### config.mk
export PLATFORM = sky130hd
export DESIGN_NAME = tag_framer
export DESIGN_NICKNAME = d
export VERILOG_FILES = /design/src/tag_framer_pkg.sv /design/src/miller_if.sv /design/src/miller_coder.sv /design/src/tag_framer.sv
export SDC_FILE = /design/constraint.sdc
export NUM_CORES = 1
export LEC_CHECK = 0
export ABC_CLOCK_PERIOD_IN_PS = 6400
export BUFFER_PORTS_ARGS = -buffer_cell sky130_fd_sc_hd__buf_2
export CORE_ASPECT_RATIO = 1.25
export CORE_MARGIN = 2
export CORE_UTILIZATION = 60
export CTS_BUF_LIST = sky130_fd_sc_hd__clkbuf_8
export CTS_CLUSTER_SIZE = 30
export DETAILED_ROUTE_END_ITERATION = 12
export HOLD_SLACK_MARGIN = 0.15
export PLACE_DENSITY = 0.86
export SLEW_MARGIN = 10
export SYNTH_ARGS = -nofsm -noshare
export SYNTH_HDL_FRONTEND = slang
export SYNTH_HIERARCHICAL = 1
export SYNTH_SLANG_ARGS = --single-unit
### constraint.sdc
create_clock -name sys_clk_i -period 6.4 [get_ports sys_clk_i]
set_input_delay 0.64 -clock sys_clk_i [delete_from_list [all_inputs] [get_ports sys_clk_i]]
set_output_delay 0.64 -clock sys_clk_i [all_outputs]
set_load 0.01 [all_outputs]
### src/tag_framer_pkg.sv
// package: frame layout, rom defaults and timing constants for the tag framer
package tag_framer_pkg;

  // frame geometry
  localparam int unsigned FRAME_BITS      = 82;
  localparam int unsigned PAUSE_BITS      = 9;
  localparam int unsigned INIT_BITS       = 64;
  localparam int unsigned DATA_BITS       = 64;
  localparam int unsigned CHECK_BITS      = 16;

  // field positions inside the stored frame, bit 0 goes on air first
  localparam int unsigned START_POS       = 0;
  localparam int unsigned WAFER_POS       = 1;
  localparam int unsigned WAFER_W         = 5;
  localparam int unsigned RSVD_POS        = 6;
  localparam int unsigned RSVD_W          = 4;
  localparam int unsigned PART_POS        = 10;
  localparam int unsigned PART_W          = 10;
  localparam int unsigned CUST_POS        = 20;
  localparam int unsigned CUST_W          = 13;
  localparam int unsigned LOT_POS         = 33;
  localparam int unsigned LOT_W           = 18;
  localparam int unsigned DIE_POS         = 51;
  localparam int unsigned DIE_W           = 14;
  localparam int unsigned CHECK_POS       = 65;
  localparam int unsigned STOP_POS        = 81;

  // framing bit values
  localparam logic        START_VAL       = 1'b1;
  localparam logic        STOP_VAL        = 1'b0;

  // wafer index range
  localparam int unsigned WAFER_MIN       = 1;
  localparam int unsigned WAFER_MAX       = 25;

  // check polynomial x^16+x^12+x^5+1, register cleared to zero
  localparam logic [15:0] CRC_POLY        = 16'h1021;
  localparam logic [15:0] CRC_INIT        = 16'h0000;

  // rate: carrier 13.56 MHz divided by 512 gives 26484 baud
  localparam int unsigned CARRIER_KHZ     = 13560;
  localparam int unsigned BIT_DIV         = 512;
  localparam int unsigned HALF_DIV        = BIT_DIV / 2;

  // default factory identity fields (arbitrary neutral values)
  localparam logic [4:0]  DEF_WAFER       = 5'h01;
  localparam logic [3:0]  DEF_RSVD        = 4'h0;
  localparam logic [9:0]  DEF_PART        = 10'h155; // arbitrary value
  localparam logic [12:0] DEF_CUST        = 13'h0AA; // arbitrary value
  localparam logic [17:0] DEF_LOT         = 18'h00001;
  localparam logic [13:0] DEF_DIE         = 14'h0001;

endpackage : tag_framer_pkg
### src/miller_if.sv
// interface: nrz bit and timing strobes from the sequencer to the miller coder
`timescale 1ns/1ps
interface miller_if;
  logic bit_start;  // pulse at each bit boundary
  logic mid_bit;    // pulse at mid-bit
  logic nrz;        // bit being coded
  logic active;     // frame in progress (else switch forced)
  logic force_lvl;  // switch level outside frames
  logic sw;         // coded switch level

  modport seq   (output bit_start, output mid_bit, output nrz, output active,
                 output force_lvl, input sw);
  modport coder (input bit_start, input mid_bit, input nrz, input active,
                 input force_lvl, output sw);
endinterface : miller_if

### src/miller_coder.sv
// module: miller line coder driving the modulation switch level
`timescale 1ns/1ps
module miller_coder
  import tag_framer_pkg::*;
(
  input  wire logic sys_clk_i,
  input  wire logic sys_rst_i,
  miller_if.coder   mif
);

  logic lvl_q;      // present coded level
  logic prev_zero_q; // previous coded bit was a zero

  // transitions: mid-bit for a one, boundary only between zeros
  always_ff @(posedge sys_clk_i) begin
    if (sys_rst_i) begin
      lvl_q       <= 1'b1;
      prev_zero_q <= 1'b0;
    end else if (!mif.active) begin
      // outside the frame the level is dictated; history forgotten
      lvl_q       <= mif.force_lvl; // see R3
      prev_zero_q <= 1'b0;
    end else if (mif.bit_start) begin
      if (!mif.nrz && prev_zero_q) begin
        lvl_q <= ~lvl_q;
      end
      prev_zero_q <= ~mif.nrz;
    end else if (mif.mid_bit && mif.nrz) begin
      lvl_q <= ~lvl_q;
    end
  end

  assign mif.sw = lvl_q;

endmodule : miller_coder

### src/tag_framer.sv
// module: read-only tag transmit sequencer with rom, check generator and coder
// Summary of operation
// after reset, transmit rom continuously, unprompted
// repeat frame then pause forever
// pause is nine bits, switch off
// start, 64 data, 16 check, stop
// fixed field widths within 82 bits
// bit zero is sent first
// wafer index between 1 and 25
// signal only via load switch on/off
// logic clock divided from carrier
// default rate 26484 baud at 13.56 MHz
// power-on reset clears all logic
// start bit one, stop bit zero
// ccitt check over data, cleared at stop
// switch on 64 bits during initialisation
// coder takes nrz, drives the switch
// miller: mid-bit for one, boundary zero-zero
// divide by 512, ratio build-time only
`timescale 1ns/1ps
module tag_framer
  import tag_framer_pkg::*;
#(
  parameter int unsigned   DIV     = BIT_DIV,    // carrier clocks per bit
  parameter logic [4:0]    WAFER   = DEF_WAFER,
  parameter logic [9:0]    PART    = DEF_PART,   // arbitrary value
  parameter logic [12:0]   CUST    = DEF_CUST,   // arbitrary value
  parameter logic [17:0]   LOT     = DEF_LOT,
  parameter logic [13:0]   DIE     = DEF_DIE
) (
  input  wire logic sys_clk_i,     // carrier-derived clock
  input  wire logic sys_rst_i,     // power-on reset, high while supply low
  output logic      mod_switch_o,  // high = load switch on
  output logic      frame_o,       // high while a frame is on air
  output logic      bit_tick_o     // one-cycle pulse at each bit boundary
);

  typedef enum logic [1:0] {ST_INIT, ST_FRAME, ST_PAUSE} phase_e;

  // data payload assembled from the identity fields, low bit sent first
  localparam logic [63:0] PAYLOAD = {DIE, LOT, CUST, PART, DEF_RSVD, WAFER};

  // cycle count at which a bit ends and its middle
  localparam int unsigned DIV_W  = $clog2(DIV);
  localparam logic [DIV_W-1:0] DIV_LAST = DIV_W'(DIV - 1);
  localparam logic [DIV_W-1:0] DIV_MID  = DIV_W'(DIV / 2);

  // check value of the payload, worked at elaboration so the rom is constant
  function automatic logic [15:0] crc_of(input logic [63:0] d);
    logic [15:0] c;
    logic        fb;
    c = CRC_INIT;
    for (int i = 0; i < DATA_BITS; i++) begin
      fb = c[15] ^ d[i];
      c  = {c[14:0], 1'b0};
      if (fb) begin
        c = c ^ CRC_POLY;
      end
    end
    return c;
  endfunction : crc_of

  localparam logic [15:0] CRC_REF = crc_of(PAYLOAD);

  // factory rom: stop, check (msb first on air), payload, start
  logic [FRAME_BITS-1:0] rom;
  genvar g;
  generate
    for (g = 0; g < CHECK_BITS; g++) begin : g_chk
      // check bits go out most significant first, as a serial crc would
      assign rom[CHECK_POS + g] = CRC_REF[CHECK_BITS - 1 - g];
    end
  endgenerate
  assign rom[START_POS]                     = START_VAL;
  assign rom[WAFER_POS +: DATA_BITS]        = PAYLOAD;
  assign rom[STOP_POS]                      = STOP_VAL;

  miller_if mif ();

  phase_e           phase_q;      // init, frame or pause
  logic [DIV_W-1:0] div_q;        // carrier divider within one bit
  logic [6:0]       bit_q;        // bit index in the current phase
  logic             tick;         // last carrier cycle of a bit
  logic             last_bit;     // phase ends with this bit
  logic [15:0]      crc_q;        // live check register, cleared each stop
  logic             crc_ok_q;     // live check matched the stored value

  // bit-period divider; ratio is a build parameter only
  always_ff @(posedge sys_clk_i) begin
    if (sys_rst_i) begin
      div_q <= '0;
    end else if (div_q == DIV_LAST) begin
      div_q <= '0; // see R9 see R10
    end else begin
      div_q <= div_q + 1'b1;
    end
  end

  assign tick = (div_q == DIV_LAST);

  // final bit of each phase
  always_comb begin
    case (phase_q)
      ST_INIT:  last_bit = (bit_q == 7'(INIT_BITS - 1));
      ST_FRAME: last_bit = (bit_q == 7'(FRAME_BITS - 1));
      ST_PAUSE: last_bit = (bit_q == 7'(PAUSE_BITS - 1));
      default:  last_bit = 1'b1;
    endcase
  end

  // phase sequencer: init, then frame and pause forever
  always_ff @(posedge sys_clk_i) begin
    if (sys_rst_i) begin
      phase_q <= ST_INIT; // see R11
      bit_q   <= '0;
    end else if (tick) begin
      if (last_bit) begin
        bit_q <= '0;
        case (phase_q)
          ST_INIT:  phase_q <= ST_FRAME;
          ST_FRAME: phase_q <= ST_PAUSE;
          ST_PAUSE: phase_q <= ST_FRAME; // see R2
          default:  phase_q <= ST_INIT;
        endcase
      end else begin
        bit_q <= bit_q + 1'b1;
      end
    end
  end

  // strobes to the coder; bit_start fires on the first cycle of a bit
  assign mif.bit_start = (div_q == '0);
  assign mif.mid_bit   = (div_q == DIV_MID);
  assign mif.nrz       = rom[bit_q];
  assign mif.active    = (phase_q == ST_FRAME);
  // switch on while initialising, off in the pause
  assign mif.force_lvl = (phase_q == ST_INIT); // see R14

  miller_coder u_coder (
    .sys_clk_i (sys_clk_i),
    .sys_rst_i (sys_rst_i),
    .mif       (mif)
  );

  // serial check shadow over data bits, for self-test; cleared at stop bit
  always_ff @(posedge sys_clk_i) begin
    if (sys_rst_i) begin
      crc_q <= CRC_INIT;
    end else if (phase_q == ST_FRAME && mif.bit_start) begin
      if (bit_q == 7'(STOP_POS)) begin
        crc_q <= CRC_INIT;
      end else if (bit_q >= 7'(WAFER_POS) && bit_q < 7'(CHECK_POS)) begin
        crc_q <= {crc_q[14:0], 1'b0} ^ ((crc_q[15] ^ rom[bit_q]) ? CRC_POLY : 16'h0000);
      end
    end
  end

  // latch whether the shadow agrees at the first check bit
  always_ff @(posedge sys_clk_i) begin
    if (sys_rst_i) begin
      crc_ok_q <= 1'b0;
    end else if (phase_q == ST_FRAME && mif.bit_start && bit_q == 7'(CHECK_POS)) begin
      crc_ok_q <= (crc_q == CRC_REF);
    end
  end

  // registered outputs: switch follows the coded level only
  always_ff @(posedge sys_clk_i) begin
    if (sys_rst_i) begin
      mod_switch_o <= 1'b1;
      frame_o      <= 1'b0;
      bit_tick_o   <= 1'b0;
    end else begin
      mod_switch_o <= mif.sw; // see R8
      frame_o      <= (phase_q == ST_FRAME);
      bit_tick_o   <= tick;
    end
  end

  // ------------- assertions -------------
  a_wafer_range: assert property (@(posedge sys_clk_i)
    (WAFER >= 5'(WAFER_MIN)) && (WAFER <= 5'(WAFER_MAX)))
    else $error("wafer index out of range");

  a_frame_marks: assert property (@(posedge sys_clk_i)
    rom[START_POS] && !rom[STOP_POS])
    else $error("framing bits wrong");

  a_init_on: assert property (@(posedge sys_clk_i) disable iff (sys_rst_i)
    (phase_q == ST_INIT) |=> mod_switch_o)
    else $error("switch not on while initialising");

  a_pause_off: assert property (@(posedge sys_clk_i) disable iff (sys_rst_i)
    (phase_q == ST_PAUSE && !mif.bit_start) |=> !mod_switch_o)
    else $error("switch on during pause");

  a_pause_len: assert property (@(posedge sys_clk_i) disable iff (sys_rst_i)
    (phase_q == ST_PAUSE && tick && bit_q != 7'(PAUSE_BITS - 1)) |=> (phase_q == ST_PAUSE))
    else $error("pause ended early");

  a_pause_next: assert property (@(posedge sys_clk_i) disable iff (sys_rst_i)
    (phase_q == ST_PAUSE && tick && last_bit) |=> (phase_q == ST_FRAME && bit_q == 7'd0))
    else $error("frame did not follow pause");

  a_frame_end: assert property (@(posedge sys_clk_i) disable iff (sys_rst_i)
    (phase_q == ST_FRAME && tick && bit_q == 7'(FRAME_BITS - 1)) |=> (phase_q == ST_PAUSE))
    else $error("frame length wrong");

  a_one_mid: assert property (@(posedge sys_clk_i) disable iff (sys_rst_i)
    (mif.active && mif.mid_bit && mif.nrz && $stable(phase_q)) |=> (mif.sw != $past(mif.sw)))
    else $error("missing mid-bit transition for a one");

  a_crc_match: assert property (@(posedge sys_clk_i) disable iff (sys_rst_i)
    (phase_q == ST_FRAME && bit_q == 7'(CHECK_POS) && div_q == 1) |-> crc_ok_q)
    else $error("serial check differs from stored check");

  a_divider: assert property (@(posedge sys_clk_i) disable iff (sys_rst_i)
    tick |=> (div_q == '0))
    else $error("bit divider did not wrap");

endmodule : tag_framer

After elaboration in Yosys (flattened, before gate mapping)
Memory sizes are Yosys's and may differ from the RTL's. A register that Yosys moved wholly into a read port is not among the register bits.
Index checks and enable logic that the tools add are counted.
- $add $sub $neg: 2
- multipliers: 0
- divide/modulo/power cells: 0
- order comparisons: 1
- equal/unequal tests: 9
- shifts and indexed selects: 0
- multiplexer cells: 10
- bitwise operators: 3
- reductions and logical operators: 10
- operators by type and width (cell ; count):
    $mux W7 ; 3
    $eq A9 B9 Y1 const B ; 2
    $add A9 B1 Y9 const B ; 1
    $logic_not A9 Y1 ; 1
    $lt A7 B8 Y1 const B ; 1
    $add A7 B1 Y7 const B ; 1
    $eq A7 B4 Y1 const B ; 1
    $eq A7 B6 Y1 const B ; 1
    $eq A7 B7 Y1 const B ; 1
    $ne A3 B3 Y1 const B ; 2
    $reduce_or A2 Y1 ; 3
    $mux W1 ; 5
    $pmux W2 S2 ; 1
    $reduce_and A2 Y1 ; 2
    $not A1 Y1 ; 3
    $pmux W1 S3 ; 1
    $eq A2 B1 Y1 const B ; 1
    $eq A2 B2 Y1 const B ; 1
    $logic_and A1 B1 Y1 ; 2
    $logic_not A2 Y1 ; 1
    $logic_not A1 Y1 ; 1
- register bits: 23
- latch bits: 0
- RAM bits: 0
- ROM bits: 128
- input port bits: 2
- logic and storage cells: 44
- memories: 1
- memory list (memory ; words ; width ; rd ports ; clocked after memory_dff ; wr ports ; line ; RTL):
    (no name shown) ; 128 ; 1 ; 1 ; 1 ; 0 ; tag_framer.sv:153 ; crc_q <= {crc_q[14:0], 1'b0} ^ ((crc_q[15] ^ rom[bit_q]) ? CRC_POLY : 16'h0000);

Longest topological paths before layout
Gate-level depths: netlist (run 1).
- depth in word-level cells: 7
- mapped depth: 14
- gate-level depth less buffers: 13

By module
The synthesis (run 1) kept the hierarchy.
- modules (own cells, without submodules) (module ; instances ; cells each ; area an instance (um2) ; seq. area each (um2)):
    tag_framer ; 1 ; 143 ; 1282.5 ; 440.4
    miller_coder ; 1 ; 11 ; 111.4 ; 40.0

Least setup slack after synthesis (run 1)
Ideal clock, no wire load.
- kind: register to register
- start point: register div_q[0]
- end point: register, netlist name mif.nrz
- setup time: 120 ps
- arrival: 2893 ps
- path slack: 3387 ps
- stages on the path, launching flop included: 15
- path through: dfxtp_1 -> ha_1 -> and3_1 -> and3_1 -> ha_1 -> clkbuf_1 -> nand3b_1 -> a211o_1 -> a21oi_1 -> inv_1 -> ha_1 -> mux2_2 -> a22oi_1 -> a211oi_2 -> a211o_1
- RTL lines (what ; line ; RTL):
    from (decl) ; tag_framer.sv:81 ; logic [DIV_W-1:0] div_q;
    from (signal assigned) ; tag_framer.sv:95 ; div_q <= div_q + 1'b1;

==> results_dict.tcl, run 1 <==
set metrics [dict create \
    globalplace.congestion 0.803 \
    critPathBufInv 1 \
    relSlewSlack_pct 57.8 \
    synth_fa_ha_area_share_pct 11.7 \
    maxUsedRoutingLayer "met4" \
    synth_cells 154 \
    synth_seq_cells 24 \
    cts_tree "yes" \
    path_cells "inv_1, ha_1, or4b_4, a222oi_1, o21a_1, nor2_1, a2111oi_0, nor2_1, a211o_1" \
    grt_setup_unrepaired "false" \
    ys_top_cells_by_area "dfxtp_1 (34%), ha_1 (12%), nor2_1 (4.8%)" \
    post_cts_resized 0 \
    routed-wl-met2_um 1360 \
    avgSynthCellArea_um2 9.05 \
    io_buffer_count 4 \
    path_class "reg -> reg" \
    grt_antenna_before_repair 0 \
    ant_nets 0 \
    antennaDiodeCount 0 \
    synth_ff_type "dfxtp_1" \
    area_growth_pct 6.55 \
    critPathMaxStageDelay_ps 630 \
    wl_met1_um 1170 \
    synth_area_um2 1390 \
    hp-class "reg -> reg" \
    ctsHtreeMaxLevel 1 \
    startpoint_type "flip-flop" \
    hpwlAfterDp_um 1950 \
    fin_crit_ps 3460 \
    grt_max_degree 17 \
    power_frac_seq_pct 56.0 \
    routed_wl_um 2620 \
    via_per_inst 5.77 \
    row_count 19 \
    p_leak_uw 0.000605 \
    crit_path_frequent_cell "nor2_1" \
    die_height_um 57.9 \
    synth-compound-area-share_pct 10.1 \
    grt_pass1_vias 1029 \
    synth_top_family_by_area "simple AND/OR/NAND/NOR gates" \
    maxSlewViolCount 0 \
    synth_cell_types 45 \
    cap_viol_max_count 0 \
    ys_warn_count 6 \
    nFillCells 196 \
    overflow 0 \
    nets 173 \
    synth_nets 169 \
    finalCritPeriodShare_pct 54.0 \
    clockPowerShare_pct 37.6 \
    crit_family "compound AO/OA/AOI/OAI gates" \
    cts_buffer_depth 2 \
    yosys.area.top_type_share_pct 34.5 \
    post_cts_buffers 0 \
    pwr-share-comb_pct 6.4 \
    die_width_um 47.1 \
    status "completed" \
    route.met3.wl_um 34 \
    max_freq_mhz 289 \
    ctsHoldBuffers 0 \
    p_sw_uw 61.6 \
    p_total_uw 277 \
    synth_seq_area_share_pct 34.5 \
    core_um2 2210 \
    synthMuxAreaShare_pct 2.96 \
    cp_max_fo 9 \
    cp.required_ps 6570 \
    dieArea_um2 2730 \
    crit_slowest_cell "a222oi_1" \
    boundaryPins 5 \
    wl_per_cell_um 13.9 \
    grt_pass1_wl_um 4370 \
    dr_total_vias 1085 \
    setup_viol 0 \
    clk_pin_slew_ps 90 \
    numCtsBuffers 3 \
    ys_async_sr_fraction_pct 0 \
    synth_top_area_cell "dfxtp_1" \
    p_sw_share_pct 22.2 \
    drt-initial-drc-count 18 \
    yosys.area_share.simple_pct 30.3 \
    clock_sink_count 24 \
    insertion_delay_ps 270 \
    tns_ps 0 \
    hold_viol_final 0 \
    cp-end-kind "flip-flop" \
    synth_xor_area_share_pct 6.28 \
    p_int_uw 216 \
    start_util_pct 63.0 \
    arrival_ps 3630 \
    ir_worst_vdd_v 0.000164 \
    grtUsageTotal_pct 22.4 \
    first_pass_iters 6 \
    worst_pin_slew_ps 626 \
    drive_gt1_share_pct 12.7 \
    cts_root_buf "clkbuf_8" \
    synth-edff-count 0 \
    worst_clock_skew_ps 6.33 \
    drc_errors 0 \
    p_per_area_nw_per_um2 187 \
]
## power by group through the flow
| stage | Combinational, uW | Clock (uW) | Sequential, uW |
|---|---|---|---|
| after CTS | 18.0 | 105 | 155 |
| final | 17.8 | 104 | 155 |
| after detailed placement | 17.9 | 0 | 159 |
| after global placement | 17.2 | 0 | 158 |
| after floorplan | 14.6 | 0 | 158 |
| after global routing | 19.8 | 109 | 156 |
## cell type report
class	count	area, um^2	area share (%)
flip-flops and latches	24	480	32.4
inverters	10	37.5	2.53
multi-input cells	115	853	57.5
well taps	31	38.8	2.61
repair buffers	4	20.0	1.35
clock buffers	4	55.1	3.71
## stage by stage
| step | util, % | cell area [um^2] | hold WS (ps) | setup WS [ps] | instances |
|---|---|---|---|---|---|
| 3_3_place_gp | 64.7 | 1430 | 443 | 3110 | 184 |
| 6_report | 67.2 | 1490 | 471 | 2940 | 188 |
| 5_1_grt | 67.2 | 1490 | 500 | 2710 | 188 |
| 2_1_floorplan | - | 1390 | 426 | 3390 | 154 |
| 4_1_cts | 67.2 | 1490 | 485 | 2990 | 188 |
| 3_5_place_dp | 64.7 | 1430 | 465 | 3010 | 184 |
## Yosys cell counts (all sizes together), types with 3 or more instances
master and number:
nand2 4, nand3b 7, and3 5, mux2i 3, xor2 7, o21ai 5, nand3 6, inv 10
clkbuf 4, nor2 19, nor3 4, xnor2 3, ha 13, dfxtp 24
## kinds of logic after synthesis
family | Yosys count
AOI/OAI and AO/OA | 19
adders and majority gates | 13
buffers and inverters | 15
and+or+nand+nor | 69
DFF | 24
xor gates and xnor gates | 10
muxes | 4
## per-layer routing
layer	track usage (%)	up-vias
li1	-	547
met1	26.2	520
met2	38.4	13
met3	2.80	5
met4	11.5	0
met5	0	-
## final timing paths
check	startpoint	endpoint	slack, ps	cells after the start
hold reg to reg	div_q[0]$_SDFF_PP0_	div_q[0]$_SDFF_PP0_	470	1
setup reg to reg	phase_q[0]$_SDFFE_PP0P_	mif.nrz$_DFF_P_	2940	9
hold / removal	div_q[0]$_SDFF_PP0_	div_q[0]$_SDFF_PP0_	470	1
setup / recovery	phase_q[0]$_SDFFE_PP0P_	mif.nrz$_DFF_P_	2940	9
## layout by cell type, fill, tap and decap left out, types with 2 or more instances in the layout
master / n
or2_2: 2
and4_2: 2
a211o_1: 2
and3_1: 5
nand3b_1: 6
a22oi_1: 2
mux2i_1: 3
nor2b_1: 2
xor2_1: 7
nor3_1: 4
clkbuf_8: 4
nand2_1: 4
or3b_2: 2
buf_2: 4
ha_1: 13
xnor2_1: 3
nand3_1: 6
o21ai_0: 4
nand2b_1: 2
inv_1: 10
nor2_1: 18
dfxtp_1: 24
o21a_1: 2
a21oi_1: 2
nor3b_1: 2
and2_1: 2
or2b_1: 2
## flip-flops by register name, indices dropped and copies added (netlist names)
| name | flops |
|---|---|
| div_q | 9 |
| frame_o | 1 |
| bit_q | 7 |
| u_coder/mif.sw | 1 |
| bit_tick_o | 1 |
| phase_q | 2 |
| u_coder/prev_zero_q | 1 |
| mif.nrz | 1 |
| mod_switch_o | 1 |
(Power assumes the default switching activity.)
==> run 2, diff against run 1 <==
ABC_AREA = 1   (was default)
ABC_CLOCK_PERIOD_IN_PS = 3600   (was 6400)
clock period = 3.6 ns   (was 6.4 ns; I/O delays follow)
==> run 2 against run 1 <==
Effect of this change: final area rose by 2.4%; first-iteration DRC count rose to 2.8 times the previous value; clock-buffer cell count fell by 1; flip-flop and latch count did not move; cell count rose by 30%; wire length rose by 7.6%; via count rose by 18%.
==> results_dict.tcl, run 2 <==
set metrics [dict create \
    overflow 0 \
    nFillCells 187 \
    synth-edff-count 0 \
    path_class "reg -> reg" \
    synth_seq_area_share_pct 34.3 \
    synth_top_area_cell "dfxtp_1" \
    crit_slowest_cell "dfxtp_1" \
    worst_pin_slew_ps 430 \
    layout_setup_ws_ps 771 \
    start_util_pct 63.4 \
    avgSynthCellArea_um2 6.81 \
    wl_per_cell_um 11.6 \
    dp_cells 240 \
    power_frac_seq_pct 51.5 \
    post_cts_resized 0 \
    numCtsBuffers 3 \
    synth_cells 206 \
    whs_ps 380 \
    p_leak_uw 0.000740 \
    cp.required_ps 3770 \
    p_total_uw 525 \
    hp-class "in -> reg" \
    cap_viol_max_count 0 \
    yosysMostFrequentCell "nand2_1" \
    p_sw_uw 103 \
    crit_family "simple AND/OR/NAND/NOR gates" \
    via_per_inst 5.26 \
    first_pass_iters 4 \
    ctsHtreeMaxLevel 1 \
    drive_gt1_share_pct 9.39 \
    largest_register "div_q" \
    dr_total_vias 1284 \
    hold_viol_final 0 \
    drc_errors 0 \
    grt_antenna_before_repair 0 \
    setup_viol 0 \
    ctsHoldBuffers 0 \
    boundaryPins 5 \
    cts_buffer_depth 2 \
    clock_sink_count 24 \
    grtUsageTotal_pct 23.6 \
    mostFrequentLayoutCells "nand2_1 (43), inv_1 (38), dfxtp_1 (24)" \
    routed_wl_um 2820 \
    critPathBufInv 0 \
    worst_clock_skew_ps 3.34 \
    clockPowerShare_pct 45.2 \
    ys_warn_count 6 \
    clk_pin_slew_ps 90 \
    maxSlewViolCount 0 \
    fin_crit_ps 2830 \
    dp_slack_ps 808 \
    largest_reg_flops 9 \
    die_width_um 47.2 \
    hpwlAfterDp_um 2040 \
    core_um2 2210 \
    p_int_uw 422 \
    relSlewSlack_pct 71.2 \
    r2r-start "div_q[0]$_SDFF_PP0_" \
    synth_ff_type "dfxtp_1" \
    synth_nets 221 \
    seqCellArea_um2 480 \
    max_freq_mhz 353 \
    cp-end-kind "flip-flop" \
    synth_cell_types 25 \
    antennaDiodeCount 0 \
    insertion_delay_ps 270 \
    startpoint_type "flip-flop" \
    cts_tree "yes" \
    ys_top_cells_by_area "dfxtp_1 (34%), ha_1 (12%), nand2_1 (12%)" \
    crit_start "div_q[0]$_SDFF_PP0_" \
    crit_path_frequent_cell "nand2_1" \
    critPathMaxStageDelay_ps 380 \
    multi_input_area_um2 753 \
    drt-initial-drc-count 51 \
    ys_async_sr_fraction_pct 0 \
    io_buffer_count 4 \
    finalCritPeriodShare_pct 78.6 \
    hold_path.startpoint "sys_rst_i" \
    yosys-top-cells-count "nand2_1 (43), inv_1 (38), dfxtp_1 (24), nor2_1 (21), nand3_1 (17)" \
    grt_setup_unrepaired "false" \
    p_per_area_nw_per_um2 345 \
    status "completed" \
    reg_top3 "div_q: 9 flops, bit_q: 7 flops, phase_q: 2 flops" \
    path_cells "ha_1, nand2_1, nor2_1, nand3_1, nor3_1, ha_1, a21oi_1, nor3_1, nand2_1, ha_1, or2_0, o21ai_0, nor2_1, nor2_1, nand2_1, nand2_1, nand2_1" \
    grt_pass1_wl_um 4770 \
    cp_max_fo 7 \
    globalplace.congestion 0.904 \
    fin_cells 244 \
    synth_seq_cells 24 \
    nets 229 \
    grt_max_degree 15 \
    synth_area_um2 1400 \
    dieArea_um2 2740 \
    ir_worst_vdd_v 0.000218 \
    post_cts_buffers 0 \
    yosys.area.top_type_share_pct 34.3 \
    pwr-share-comb_pct 3.3 \
    ant_nets 0 \
    area_growth_pct 8.47 \
    arrival_ps 3000 \
    layout_commonest_cell "nand2_1" \
    grt_pass1_vias 1206 \
    p_sw_share_pct 19.6 \
    tns_ps 0 \
    die_height_um 58.1 \
    row_count 19 \
    cts_root_buf "clkbuf_8" \
]
run 2: kinds of logic (layout without fill, tap and decap cells):
group,Yosys count,after routing,share of synthesized area (%)
AND/OR/NAND/NOR,101,101,32.6
AO/OA/AOI/OAI,24,24,8.92
flip-flops,24,24,34.3
buffers and inverters,43,50,12.0
adder cells (fa/ha/maj),13,13,11.6
XOR/XNOR,1,1,0.625
run 2: cell type report:
type / count / area share [%]
clock buffers: 3 / 2.71
clock inverters: 1 / 1.97
inverters: 42 / 10.4
multi-input cells: 139 / 49.5
flip-flops and latches: 24 / 31.6
well taps: 31 / 2.55
repair buffers: 4 / 1.32
run 2: metal layers:
| metal | track usage, % | part of all wire [%] |
|---|---|---|
| met3 | 2.80 | 2.9 |
| met2 | 41.9 | 51 |
| met4 | 10.3 | 2.1 |
| met5 | 0 | 0 |
| met1 | 26.7 | 43 |
run 2: final timing paths:
kind / to / slack, ps / cells after the start
hold reg to reg: div_q[0]$_SDFF_PP0_ / 470 / 1
setup / recovery: mif.nrz$_DFF_P_ / 770 / 17
hold / removal: frame_o$_SDFF_PP0_ / 380 / 2
setup reg to reg: mif.nrz$_DFF_P_ / 770 / 17
run 2: through the flow:
step,util [%],area (um^2)
2_1_floorplan,-,1400
3_3_place_gp,65.6,1450
3_5_place_dp,65.6,1450
4_1_cts,68.8,1520
5_1_grt,68.8,1520
6_report,68.8,1520
run 2: worst reg2reg max path: stages, from the launching register on:
cell     delay (ps)
dfxtp_1         380
ha_1            180
nand2_1          70
nor2_1          150
nand3_1         130
nor3_1          180
ha_1            330
a21oi_1         110
nor3_1          190
nand2_1         190
ha_1            240
or2_0           210
o21ai_0          70
nor2_1           50
nor2_1          100
nand2_1          60
nand2_1          60
nand2_1          40
run 2: power by group through the flow:
stage          Sequential (uW)  Clock [uW]  Combinational, uW
5_1_grt                    271         250               20.3
2_1_floorplan              276           0               12.3
6_report                   270         237               17.3
4_1_cts                    270         240               17.5
3_5_place_dp               277           0               16.8
3_3_place_gp               276           0               16.3
